$ cat src/rtl/dpc_pkg.sv
// shared constants and types for the discrete point conditioner
package dpc_pkg;

    // point counts
    localparam int NUM_IN = 8; // discrete inputs per module
    localparam int NUM_OUT = 8; // discrete outputs per module

    // clock rate
    localparam int unsigned CLK_HZ = 20_000_000;

    // time base: one sample and timing tick per millisecond
    localparam int unsigned SAMPLE_PERIOD_US = 1000;
    localparam int unsigned SAMPLE_CYC = SAMPLE_PERIOD_US * (CLK_HZ / 1_000_000);
    // seconds tick for chatter periods
    localparam int unsigned SECOND_S = 1;
    localparam int unsigned SECOND_CYC = SECOND_S * CLK_HZ;

    // blink half period counted in sample ticks
    localparam int unsigned BLINK_HALF_MS = 500;
    localparam logic [9:0] BLINK_HALF_TICKS = 10'(BLINK_HALF_MS * 1000 / SAMPLE_PERIOD_US);

    // chatter periods counted in seconds ticks
    localparam logic [6:0] CHAT_PER_1S = 7'h01;
    localparam logic [6:0] CHAT_PER_10S = 7'h0A;
    localparam logic [6:0] CHAT_PER_100S = 7'h64;

    // filter selector codes and sample counts
    localparam logic [1:0] FILT_SEL_0 = 2'h0;
    localparam logic [1:0] FILT_SEL_1 = 2'h1;
    localparam logic [1:0] FILT_SEL_2 = 2'h2;
    localparam logic [1:0] FILT_SEL_4 = 2'h3;

    // chatter period selector codes
    localparam logic [1:0] PER_SEL_1S = 2'h0;
    localparam logic [1:0] PER_SEL_10S = 2'h1;
    localparam logic [1:0] PER_SEL_100S = 2'h2;

    // output drive styles, code 3 behaves as normal
    localparam logic [1:0] STYLE_NORMAL = 2'h0;
    localparam logic [1:0] STYLE_BLINK = 2'h1;
    localparam logic [1:0] STYLE_PULSE_DELAY = 2'h2;

    // chatter counter reset value and ceiling
    localparam logic [7:0] CHAT_CNT_RST = 8'h00;
    localparam logic [7:0] CHAT_CNT_MAX = 8'hFF;

    // output point state
    typedef enum logic [2:0] {
        DPC_PT_IDLE = 3'b001,
        DPC_PT_WAIT = 3'b010,
        DPC_PT_ACT = 3'b100
    } dpc_pt_state_t;

    // output point register set
    typedef struct packed {
        dpc_pt_state_t state;
        logic [15:0] timer;
        logic cmd_prev;
        logic drive;
    } dpc_pt_st_t;

    // input side and time base register set
    typedef struct packed {
        logic [NUM_IN-1:0][2:0] agree_cnt;
        logic [NUM_IN-1:0] filt;
        logic [NUM_IN-1:0][7:0] trans_cnt;
        logic [NUM_IN-1:0] flag;
        logic [15:0] ms_pre;
        logic [24:0] sec_pre;
        logic [6:0] per_cnt;
        logic [9:0] blink_cnt;
        logic blink_phase;
    } dpc_main_st_t;

endpackage : dpc_pkg

$ cat src/rtl/dpc_out_if.sv
// carrier between the conditioner core and one output point
`timescale 1ns/1ps
interface dpc_out_if;
    logic cmd; // commanded state from cpu
    logic [1:0] style; // output_drive_style of this point
    logic pulse_sel; // 1 pulse, 0 delay
    logic pol_neg; // 1 falling edge trigger
    logic early_end; // early_pulse_end_enable
    logic [15:0] duration; // pulse or delay length in ms ticks
    logic ms_tick; // time base tick
    logic blink_phase; // shared blink phase
    logic drive; // conditioned output level

    // core side
    modport ctl (
        output cmd, style, pulse_sel, pol_neg, early_end, duration, ms_tick, blink_phase,
        input drive
    );
    // point side
    modport pt (
        input cmd, style, pulse_sel, pol_neg, early_end, duration, ms_tick, blink_phase,
        output drive
    );
endinterface : dpc_out_if

$ cat src/rtl/dpc_out_point.sv
// one discrete output point: normal, blinking and pulse/delay drive
`timescale 1ns/1ps
module dpc_out_point (
    input wire logic ref_clk,
    input wire logic reset_n,
    dpc_out_if.pt bus
);

    dpc_pkg::dpc_pt_st_t st_reg; // registered state
    dpc_pkg::dpc_pt_st_t st_next; // next state
    logic act_lvl; // level the output moves to on trigger
    logic trig; // triggering edge of commanded state
    logic at_rest; // commanded state back at original level
    logic time_up; // duration reached on this tick

    // next state of the point
    always_comb
    begin
        st_next = st_reg;
        act_lvl = ~bus.pol_neg;
        at_rest = (bus.cmd == bus.pol_neg);
        trig = (bus.cmd == act_lvl) && (st_reg.cmd_prev != act_lvl);
        time_up = bus.ms_tick && ((st_reg.timer + 16'h0001) >= bus.duration);
        st_next.cmd_prev = bus.cmd;
        case (bus.style)
            // blinked output follows the shared phase while commanded on
            dpc_pkg::STYLE_BLINK:
            begin
                st_next.state = dpc_pkg::DPC_PT_IDLE;
                st_next.timer = 16'h0000;
                st_next.drive = bus.cmd & bus.blink_phase;
            end
            // pulse or delayed transition
            dpc_pkg::STYLE_PULSE_DELAY:
            begin
                case (st_reg.state)
                    // waiting for the triggering edge
                    dpc_pkg::DPC_PT_IDLE:
                    begin
                        st_next.drive = bus.pol_neg;
                        st_next.timer = 16'h0000;
                        if (trig && bus.pulse_sel)
                        begin
                            st_next.state = dpc_pkg::DPC_PT_ACT;
                            st_next.drive = act_lvl;
                        end
                        else if (trig)
                        begin
                            st_next.state = dpc_pkg::DPC_PT_WAIT;
                        end
                    end
                    // delay running before the copied transition
                    dpc_pkg::DPC_PT_WAIT:
                    begin
                        if (at_rest)
                        begin
                            st_next.state = dpc_pkg::DPC_PT_IDLE;
                            st_next.drive = bus.pol_neg;
                        end
                        else if (time_up)
                        begin
                            st_next.state = dpc_pkg::DPC_PT_ACT;
                            st_next.drive = act_lvl;
                            st_next.timer = 16'h0000;
                        end
                        else if (bus.ms_tick)
                        begin
                            st_next.timer = st_reg.timer + 16'h0001;
                        end
                    end
                    // output at active level
                    dpc_pkg::DPC_PT_ACT:
                    begin
                        if (!bus.pulse_sel)
                        begin
                            // delayed copy returns with the command
                            if (at_rest)
                            begin
                                st_next.state = dpc_pkg::DPC_PT_IDLE;
                                st_next.drive = bus.pol_neg;
                            end
                        end
                        else if (bus.early_end && at_rest)
                        begin
                            st_next.state = dpc_pkg::DPC_PT_IDLE;
                            st_next.drive = bus.pol_neg;
                        end
                        else if (time_up)
                        begin
                            // full duration ends the pulse
                            st_next.state = dpc_pkg::DPC_PT_IDLE;
                            st_next.drive = bus.pol_neg;
                            st_next.timer = 16'h0000;
                        end
                        else if (bus.ms_tick)
                        begin
                            st_next.timer = st_reg.timer + 16'h0001;
                        end
                    end
                    // illegal code falls back to idle
                    default:
                    begin
                        st_next.state = dpc_pkg::DPC_PT_IDLE;
                        st_next.drive = bus.pol_neg;
                    end
                endcase
            end
            // normal drive follows the command directly
            default:
            begin
                st_next.state = dpc_pkg::DPC_PT_IDLE;
                st_next.timer = 16'h0000;
                st_next.drive = bus.cmd;
            end
        endcase
    end

    // state register
    always_ff @(posedge ref_clk or negedge reset_n)
    begin
        if (!reset_n)
        begin
            st_reg <= '{state: dpc_pkg::DPC_PT_IDLE, timer: 16'h0000, cmd_prev: 1'b0,
                        drive: 1'b0};
        end
        else
        begin
            st_reg <= st_next;
        end
    end

    assign bus.drive = st_reg.drive;
endmodule : dpc_out_point

$ cat src/rtl/dpc_conditioner.sv
// discrete point conditioner: input filter, chatter detect, output drive styles
//
// Contract
// accept input after N equal samples
// chatter detection uses filtered values
// flag input changing more than limit
// limit 1 to 255, only when enabled; the transition count stops at 255, so a limit of 255 never raises a flag
// period 1, 10, 100 s when enabled
// blink timed by syncable internal clock
// delay copies edge, restores on return
// pulse of set duration on edge
// polarity picks trigger edge and direction
// early end: pulse stops on return
// no early end: full duration pulse
// filter zero passes inputs directly
// normal mode drives commanded state directly
`timescale 1ns/1ps
module dpc_conditioner #(
    parameter logic [15:0] SAMPLE_CYC = 16'(dpc_pkg::SAMPLE_CYC),
    parameter logic [24:0] SECOND_CYC = 25'(dpc_pkg::SECOND_CYC)
) (
    input wire logic ref_clk,
    input wire logic reset_n,
    input wire logic net_sync,
    input wire logic [dpc_pkg::NUM_IN-1:0] raw_in,
    input wire logic [1:0] filter_sel,
    input wire logic chatter_enable,
    input wire logic [7:0] chatter_limit,
    input wire logic [1:0] chatter_period_sel,
    input wire logic [dpc_pkg::NUM_IN-1:0] chatter_flag_clear,
    output logic [dpc_pkg::NUM_IN-1:0] filtered_in,
    output logic [dpc_pkg::NUM_IN-1:0] chatter_flags,
    input wire logic [dpc_pkg::NUM_OUT-1:0] cmd_out,
    input wire logic [2*dpc_pkg::NUM_OUT-1:0] output_drive_style,
    input wire logic [dpc_pkg::NUM_OUT-1:0] pd_pulse_select,
    input wire logic [dpc_pkg::NUM_OUT-1:0] pd_polarity_neg,
    input wire logic [dpc_pkg::NUM_OUT-1:0] early_pulse_end_enable,
    input wire logic [15:0] pd_duration,
    output logic [dpc_pkg::NUM_OUT-1:0] point_out
);

    dpc_pkg::dpc_main_st_t st_reg; // registered state
    dpc_pkg::dpc_main_st_t st_next; // next state
    logic ms_tick; // sample and timing tick
    logic sec_tick; // one second tick
    logic period_end; // end of chatter period
    logic [2:0] need_cnt; // samples needed to accept a change
    logic [6:0] per_len; // chatter period in seconds
    logic [7:0] eff_limit; // chatter limit, zero read as one

    // samples needed for a selector code
    function automatic logic [2:0] samples_needed(input logic [1:0] sel);
        case (sel)
            dpc_pkg::FILT_SEL_1: samples_needed = 3'h1;
            dpc_pkg::FILT_SEL_2: samples_needed = 3'h2;
            dpc_pkg::FILT_SEL_4: samples_needed = 3'h4;
            default: samples_needed = 3'h0;
        endcase
    endfunction : samples_needed

    // chatter period length for a selector code
    function automatic logic [6:0] period_seconds(input logic [1:0] sel);
        case (sel)
            dpc_pkg::PER_SEL_10S: period_seconds = dpc_pkg::CHAT_PER_10S;
            dpc_pkg::PER_SEL_100S: period_seconds = dpc_pkg::CHAT_PER_100S;
            default: period_seconds = dpc_pkg::CHAT_PER_1S;
        endcase
    endfunction : period_seconds

    // time base, input filter and chatter counting
    always_comb
    begin
        st_next = st_reg;
        ms_tick = 1'b0;
        sec_tick = 1'b0;
        period_end = 1'b0;
        need_cnt = samples_needed(filter_sel);
        per_len = period_seconds(chatter_period_sel);
        eff_limit = (chatter_limit == 8'h00) ? 8'h01 : chatter_limit;
        // network sync realigns the internal clock
        if (net_sync)
        begin
            st_next.ms_pre = 16'h0000;
            st_next.sec_pre = 25'h0000000;
            st_next.blink_cnt = 10'h000;
            st_next.blink_phase = 1'b0;
        end
        else
        begin
            // millisecond prescaler
            if (st_reg.ms_pre >= SAMPLE_CYC - 16'h0001)
            begin
                st_next.ms_pre = 16'h0000;
                ms_tick = 1'b1;
            end
            else
            begin
                st_next.ms_pre = st_reg.ms_pre + 16'h0001;
            end
            // seconds prescaler
            if (st_reg.sec_pre >= SECOND_CYC - 25'h0000001)
            begin
                st_next.sec_pre = 25'h0000000;
                sec_tick = 1'b1;
            end
            else
            begin
                st_next.sec_pre = st_reg.sec_pre + 25'h0000001;
            end
            // blink phase toggles every half period
            if (ms_tick)
            begin
                if (st_reg.blink_cnt >= dpc_pkg::BLINK_HALF_TICKS - 10'h001)
                begin
                    st_next.blink_cnt = 10'h000;
                    st_next.blink_phase = ~st_reg.blink_phase;
                end
                else
                begin
                    st_next.blink_cnt = st_reg.blink_cnt + 10'h001;
                end
            end
        end
        // chatter period counter runs only while detection is on
        if (!chatter_enable)
        begin
            st_next.per_cnt = 7'h00;
        end
        else if (sec_tick)
        begin
            if (st_reg.per_cnt >= per_len - 7'h01)
            begin
                st_next.per_cnt = 7'h00;
                period_end = 1'b1;
            end
            else
            begin
                st_next.per_cnt = st_reg.per_cnt + 7'h01;
            end
        end
        for (int i = 0; i < dpc_pkg::NUM_IN; i++)
        begin
            // debounce filter
            if (filter_sel == dpc_pkg::FILT_SEL_0)
            begin
                st_next.filt[i] = raw_in[i];
                st_next.agree_cnt[i] = 3'h0;
            end
            else if (ms_tick)
            begin
                if (raw_in[i] == st_reg.filt[i])
                begin
                    st_next.agree_cnt[i] = 3'h0;
                end
                else if ((st_reg.agree_cnt[i] + 3'h1) >= need_cnt)
                begin
                    st_next.filt[i] = raw_in[i];
                    st_next.agree_cnt[i] = 3'h0;
                end
                else
                begin
                    st_next.agree_cnt[i] = st_reg.agree_cnt[i] + 3'h1;
                end
            end
            // chatter counting on filtered transitions
            if (!chatter_enable)
            begin
                st_next.trans_cnt[i] = dpc_pkg::CHAT_CNT_RST;
                st_next.flag[i] = 1'b0;
            end
            else
            begin
                if (period_end)
                begin
                    st_next.trans_cnt[i] = {7'h00, st_next.filt[i] != st_reg.filt[i]};
                end
                else if (st_next.filt[i] != st_reg.filt[i] &&
                         st_reg.trans_cnt[i] != dpc_pkg::CHAT_CNT_MAX)
                begin
                    st_next.trans_cnt[i] = st_reg.trans_cnt[i] + 8'h01;
                end
                // set wins over a clear in the same cycle
                st_next.flag[i] = (st_reg.flag[i] & ~chatter_flag_clear[i]) |
                                  (st_next.trans_cnt[i] > eff_limit);
            end
        end
    end

    // state register
    always_ff @(posedge ref_clk or negedge reset_n)
    begin
        if (!reset_n)
        begin
            st_reg <= '0;
        end
        else
        begin
            st_reg <= st_next;
        end
    end

    assign filtered_in = st_reg.filt;
    assign chatter_flags = st_reg.flag;

    // one driver per output point
    generate
        for (genvar g = 0; g < dpc_pkg::NUM_OUT; g++)
        begin : g_pt
            dpc_out_if u_if ();
            assign u_if.cmd = cmd_out[g];
            assign u_if.style = output_drive_style[2*g +: 2];
            assign u_if.pulse_sel = pd_pulse_select[g];
            assign u_if.pol_neg = pd_polarity_neg[g];
            assign u_if.early_end = early_pulse_end_enable[g];
            assign u_if.duration = pd_duration;
            assign u_if.ms_tick = ms_tick;
            assign u_if.blink_phase = st_reg.blink_phase;
            assign point_out[g] = u_if.drive;
            dpc_out_point u_pt (
                .ref_clk(ref_clk),
                .reset_n(reset_n),
                .bus(u_if.pt)
            );
        end
    endgenerate
endmodule : dpc_conditioner

$ cat config.mk
export PLATFORM = sky130hd
export DESIGN_NAME = dpc_conditioner
export DESIGN_NICKNAME = d
export VERILOG_FILES = /design/src/rtl/dpc_pkg.sv /design/src/rtl/dpc_out_if.sv /design/src/rtl/dpc_out_point.sv /design/src/rtl/dpc_conditioner.sv
export SDC_FILE = /design/constraint.sdc
export NUM_CORES = 1
export LEC_CHECK = 0
export ABC_CLOCK_PERIOD_IN_PS = 5600
export BUFFER_PORTS_ARGS = -buffer_cell sky130_fd_sc_hd__buf_2
export CAP_MARGIN = 30
export CORE_ASPECT_RATIO = 1.5
export CORE_MARGIN = 4
export CORE_UTILIZATION = 52
export CTS_BUF_LIST = sky130_fd_sc_hd__clkbuf_4 sky130_fd_sc_hd__clkbuf_8
export CTS_CLUSTER_SIZE = 24
export DETAILED_ROUTE_END_ITERATION = 8
export PLACE_DENSITY_LB_ADDON = 0.12
export SLEW_MARGIN = 10
export SYNTH_ARGS = -nofsm -noshare
export SYNTH_HDL_FRONTEND = slang
export SYNTH_SLANG_ARGS = --single-unit
$ cat constraint.sdc
create_clock -name ref_clk -period 5.6 [get_ports ref_clk]
set_clock_uncertainty 0.1 [all_clocks]
set_input_delay 0.28 -clock ref_clk [delete_from_list [all_inputs] [get_ports ref_clk]]
set_output_delay 0.28 -clock ref_clk [all_outputs]
set_load 0.005 [all_outputs]
==> results.py <==
metrics = {
    "synth": {
        "synth_warnings": 0,
        "ys_async_sr_fraction": 1.000,
        "syn-cell-area_sq_um": 24240,
        "ys_seq_area_frac": 0.3422,
        "synth_nets": 3055,
        "synth_seq_cells": 331,
        "synth_edf_count": 0,
        "synth_flop_cell": "dfrtp_1",
        "syn-instance-count": 2696,
        "avgSynthCellArea_sq_um": 8.990,
        "yosysUniqueCellTypes": 94,
    },
    "sta": {
        "finalSetupTns_ps": 0,
        "finalMaxSlewViolations": 0,
        "tightest_slew_ps": 893.2,
        "hold_viol": 0,
        "rsz0062_at_grt": "no",
        "max_slew_margin": 0.4027,
        "fin_crit_sh": 0.7775,
        "setup_ws_ps": 1246,
        "setup_viol": 0,
        "final.min_clock_period_ps": 4354,
        "fmax_ghz": 0.2297,
    },
    "drt": {
        "drc_errors": 0,
        "num_vias": 20400,
        "drt_iter0_drc": 935,
        "via_per_inst": 5.885,
        "wirelength_mm": 59.70,
        "first_pass_iters": 6,
        "ant_nets": 0,
        "wl_per_cell_um": 17.22,
    },
    "clock_tree": {
        "tritoncts": "done",
        "cts-root-buf": "clkbuf_8",
        "post_cts_resized": 0,
        "cts_buffer_depth": 3,
        "clk_latency_ps": 610,
        "cts.sinks": 331,
        "htree_levels": 2,
        "clkTransAtPathRegs_ps": 60,
        "cts_buffers": 55,
    },
    "power_and_ir_drop": {
        "vdd_drop_max_uv": 167.1,
        "power_mw": 5.526,
        "powerDensity_nw_per_um2": 205.6,
        "leakagePower_nw": 13.29,
    },
    "final_layout": {
        "drive_above_1_share": 0.1101,
        "fill_cells": 4137,
        "nets": 3194,
        "largest_reg_flops": 160,
        "stdcell_area_sq_um": 26870,
        "area_growth_pct": 10.88,
    },
    "worst_setup_path": {
        "start_kind": "flop",
        "regToRegSetupSlack_ps": 1250,
        "worst_ep_arrival_time_ps": 4780,
        "critPathKind": "flop to flop",
        "reg2reg_to": "g_pt[0].u_pt.st_reg[7]",
        "r2r_cells": 13,
        "cp.required_ps": 6030,
        "endpoint_kind": "flop",
        "path_max_fanout": 27,
        "r2r_start": "g_pt[0].u_pt.st_reg[4]",
    },
    "min_path": {
        "hold_path_depth": 5,
        "min_path_type": "input port to flop",
        "hold_start": "early_pulse_end_enable[6]",
        "whs_endpoint": "g_pt[6].u_pt.st_reg[20]",
    },
    "global_routing": {
        "gr-usage-all-layers": 0.2336,
        "grt_max_degree": 146,
        "grt_pass1_vias": 20810,
        "grt_first_pass_wirelength_mm": 98.81,
        "gr-total-overflow": 0,
        "grt_antenna_before_repair": 1,
    },
    "floorplan": {
        "initial_core_util": 0.5282,
        "die-width_um": 184.3,
        "design.core.area_sq_um": 45880,
        "die_area_sq_um": 50200,
        "row_count": 96,
        "die_h_um": 272.4,
        "io_pins": 120,
    },
    "place": {
        "dpl_worst_slack_ps": 1260,
        "post-dp-hpwl_mm": 43.22,
        "io_buffers": 119,
        "dpl_cell_area_sq_um": 25320,
        "gp_congestion": 0.8699,
    },
    "status": {
        "status": "completed",
    },
    "run": {
        "drv_cap": 0,
    },
}
==> kinds of logic (layout without fill, tap and decap cells) <==
group | Yosys count | in the layout | share of synthesized area
and+or+nand+nor | 985 | 985 | 0.2042
AOI/OAI and AO/OA | 633 | 633 | 0.1786
DFF | 331 | 331 | 0.3422
adders and majority gates | 267 | 267 | 0.1374
xor gates and xnor gates | 219 | 219 | 0.07914
buffers and inverters | 217 | 399 | 0.03970
muxes | 42 | 42 | 0.01838
other | 2 | 3 | 0.0003099
==> synth_stat cells, types with 51 or more instances <==
library cell  instances  area share
xnor2_1             104       0.038
nor2_1              255       0.039
nand4_1              56       0.014
and3_1               69       0.018
dfrtp_1             323        0.33
ha_1                263        0.14
o21ai_0             143       0.030
nor2b_1              51       0.013
a31oi_1              56       0.014
nor3_1               51       0.011
a21o_1               52       0.016
inv_1               118       0.018
xor2_1              115       0.042
nand2_1             201       0.031
nand3_1             132       0.027
a22o_1               62       0.022
a21oi_1             112       0.023
nand2b_1             65       0.017
==> critical path, stage by stage, from the launching register on <==
cell	delay, ps
dfrtp_1	440
nand3_1	230
nor4_1	790
and3_1	370
a31oi_1	120
or2_2	310
ha_1	290
a211o_1	260
a221oi_1	190
o21ai_1	190
a2111oi_4	320
buf_4	320
o21ai_0	150
a31oi_1	180
==> report_power, final <==
part / leakage, nW / switching [mW] / internal [mW]
registers: 4.53 / 0.0554 / 2.44
logic: 8.12 / 0.424 / 0.251
clock network: 0.642 / 1.02 / 1.33
==> per-stage QoR <==
step | hold slack (ps) | util | instances
2_1_floorplan | -115.6 | - | 2696
3_3_place_gp | 276.4 | 0.5516 | 3329
3_5_place_dp | 276.8 | 0.5517 | 3330
4_1_cts | 4.287 | 0.5854 | 3465
5_1_grt | 41.28 | 0.5857 | 3467
6_report | 47.54 | 0.5857 | 3467
==> final cells by class <==
type / count / area [sq um] / area share
diodes: 1 / 2.502 / 0.00009312
flip-flops and latches: 331 / 8293 / 0.3086
clock inverters: 8 / 92.59 / 0.003446
multi-input cells: 2148 / 15020 / 0.5590
well taps: 588 / 735.7 / 0.02738
clock buffers: 92 / 1104 / 0.04107
inverters: 118 / 442.9 / 0.01648
repair buffers: 181 / 1181 / 0.04395
==> cells in the final DEF, fill, tap and decap left out, types with 14 or more instances in the layout <==
cell	netlist	final
dfrtp_1	323	323
ha_1	263	263
nor2_1	255	255
nand2_1	201	201
o21ai_0	143	142
nand3_1	132	132
buf_2	28	119
inv_1	118	118
xor2_1	115	115
a21oi_1	112	112
xnor2_1	104	104
and3_1	69	69
clkbuf_8	0	66
nand2b_1	65	64
a22o_1	62	62
nand4_1	56	56
a31oi_1	56	55
a21o_1	52	52
nor2b_1	51	51
nor3_1	51	50
o21a_1	35	35
dlygate4sd3_1	0	35
clkbuf_4	0	26
buf_4	26	24
mux2i_1	22	22
mux2_2	20	20
nor3b_1	16	16
o21bai_1	14	14
==> layer usage <==
metal  vias up  GRT usage  part of all wire
met2       339     0.4361              0.52
met5         -          0                 0
li1      10020          -                 -
met3       124    0.02779             0.033
met4         0    0.08470             0.034
met1      9924     0.2712              0.41
==> worst max path at each step <==
stage / startpoint / slack (ps) / end
2_1_floorplan: g_pt[0].u_pt.st_reg[2] / 1600 / g_pt[0].u_pt.st_reg[5]
3_3_place_gp: g_pt[0].u_pt.st_reg[4] / 1320 / g_pt[0].u_pt.st_reg[7]
3_5_place_dp: g_pt[5].u_pt.st_reg[4] / 1260 / g_pt[5].u_pt.st_reg[15]
4_1_cts: g_pt[0].u_pt.st_reg[4] / 1250 / g_pt[0].u_pt.st_reg[7]
5_1_grt: g_pt[0].u_pt.st_reg[4] / 900 / g_pt[0].u_pt.st_reg[5]
6_report: g_pt[0].u_pt.st_reg[4] / 1250 / g_pt[0].u_pt.st_reg[7]
==> timing repair <==
action / CTS / global route
setup buffers: 0 / 0
hold buffers: 35 / 0
endpoints found under the setup margin: 0 / 0
endpoints found under the hold margin: 137 / 0
No activity file was read; power rests on OpenSTA's default activity.
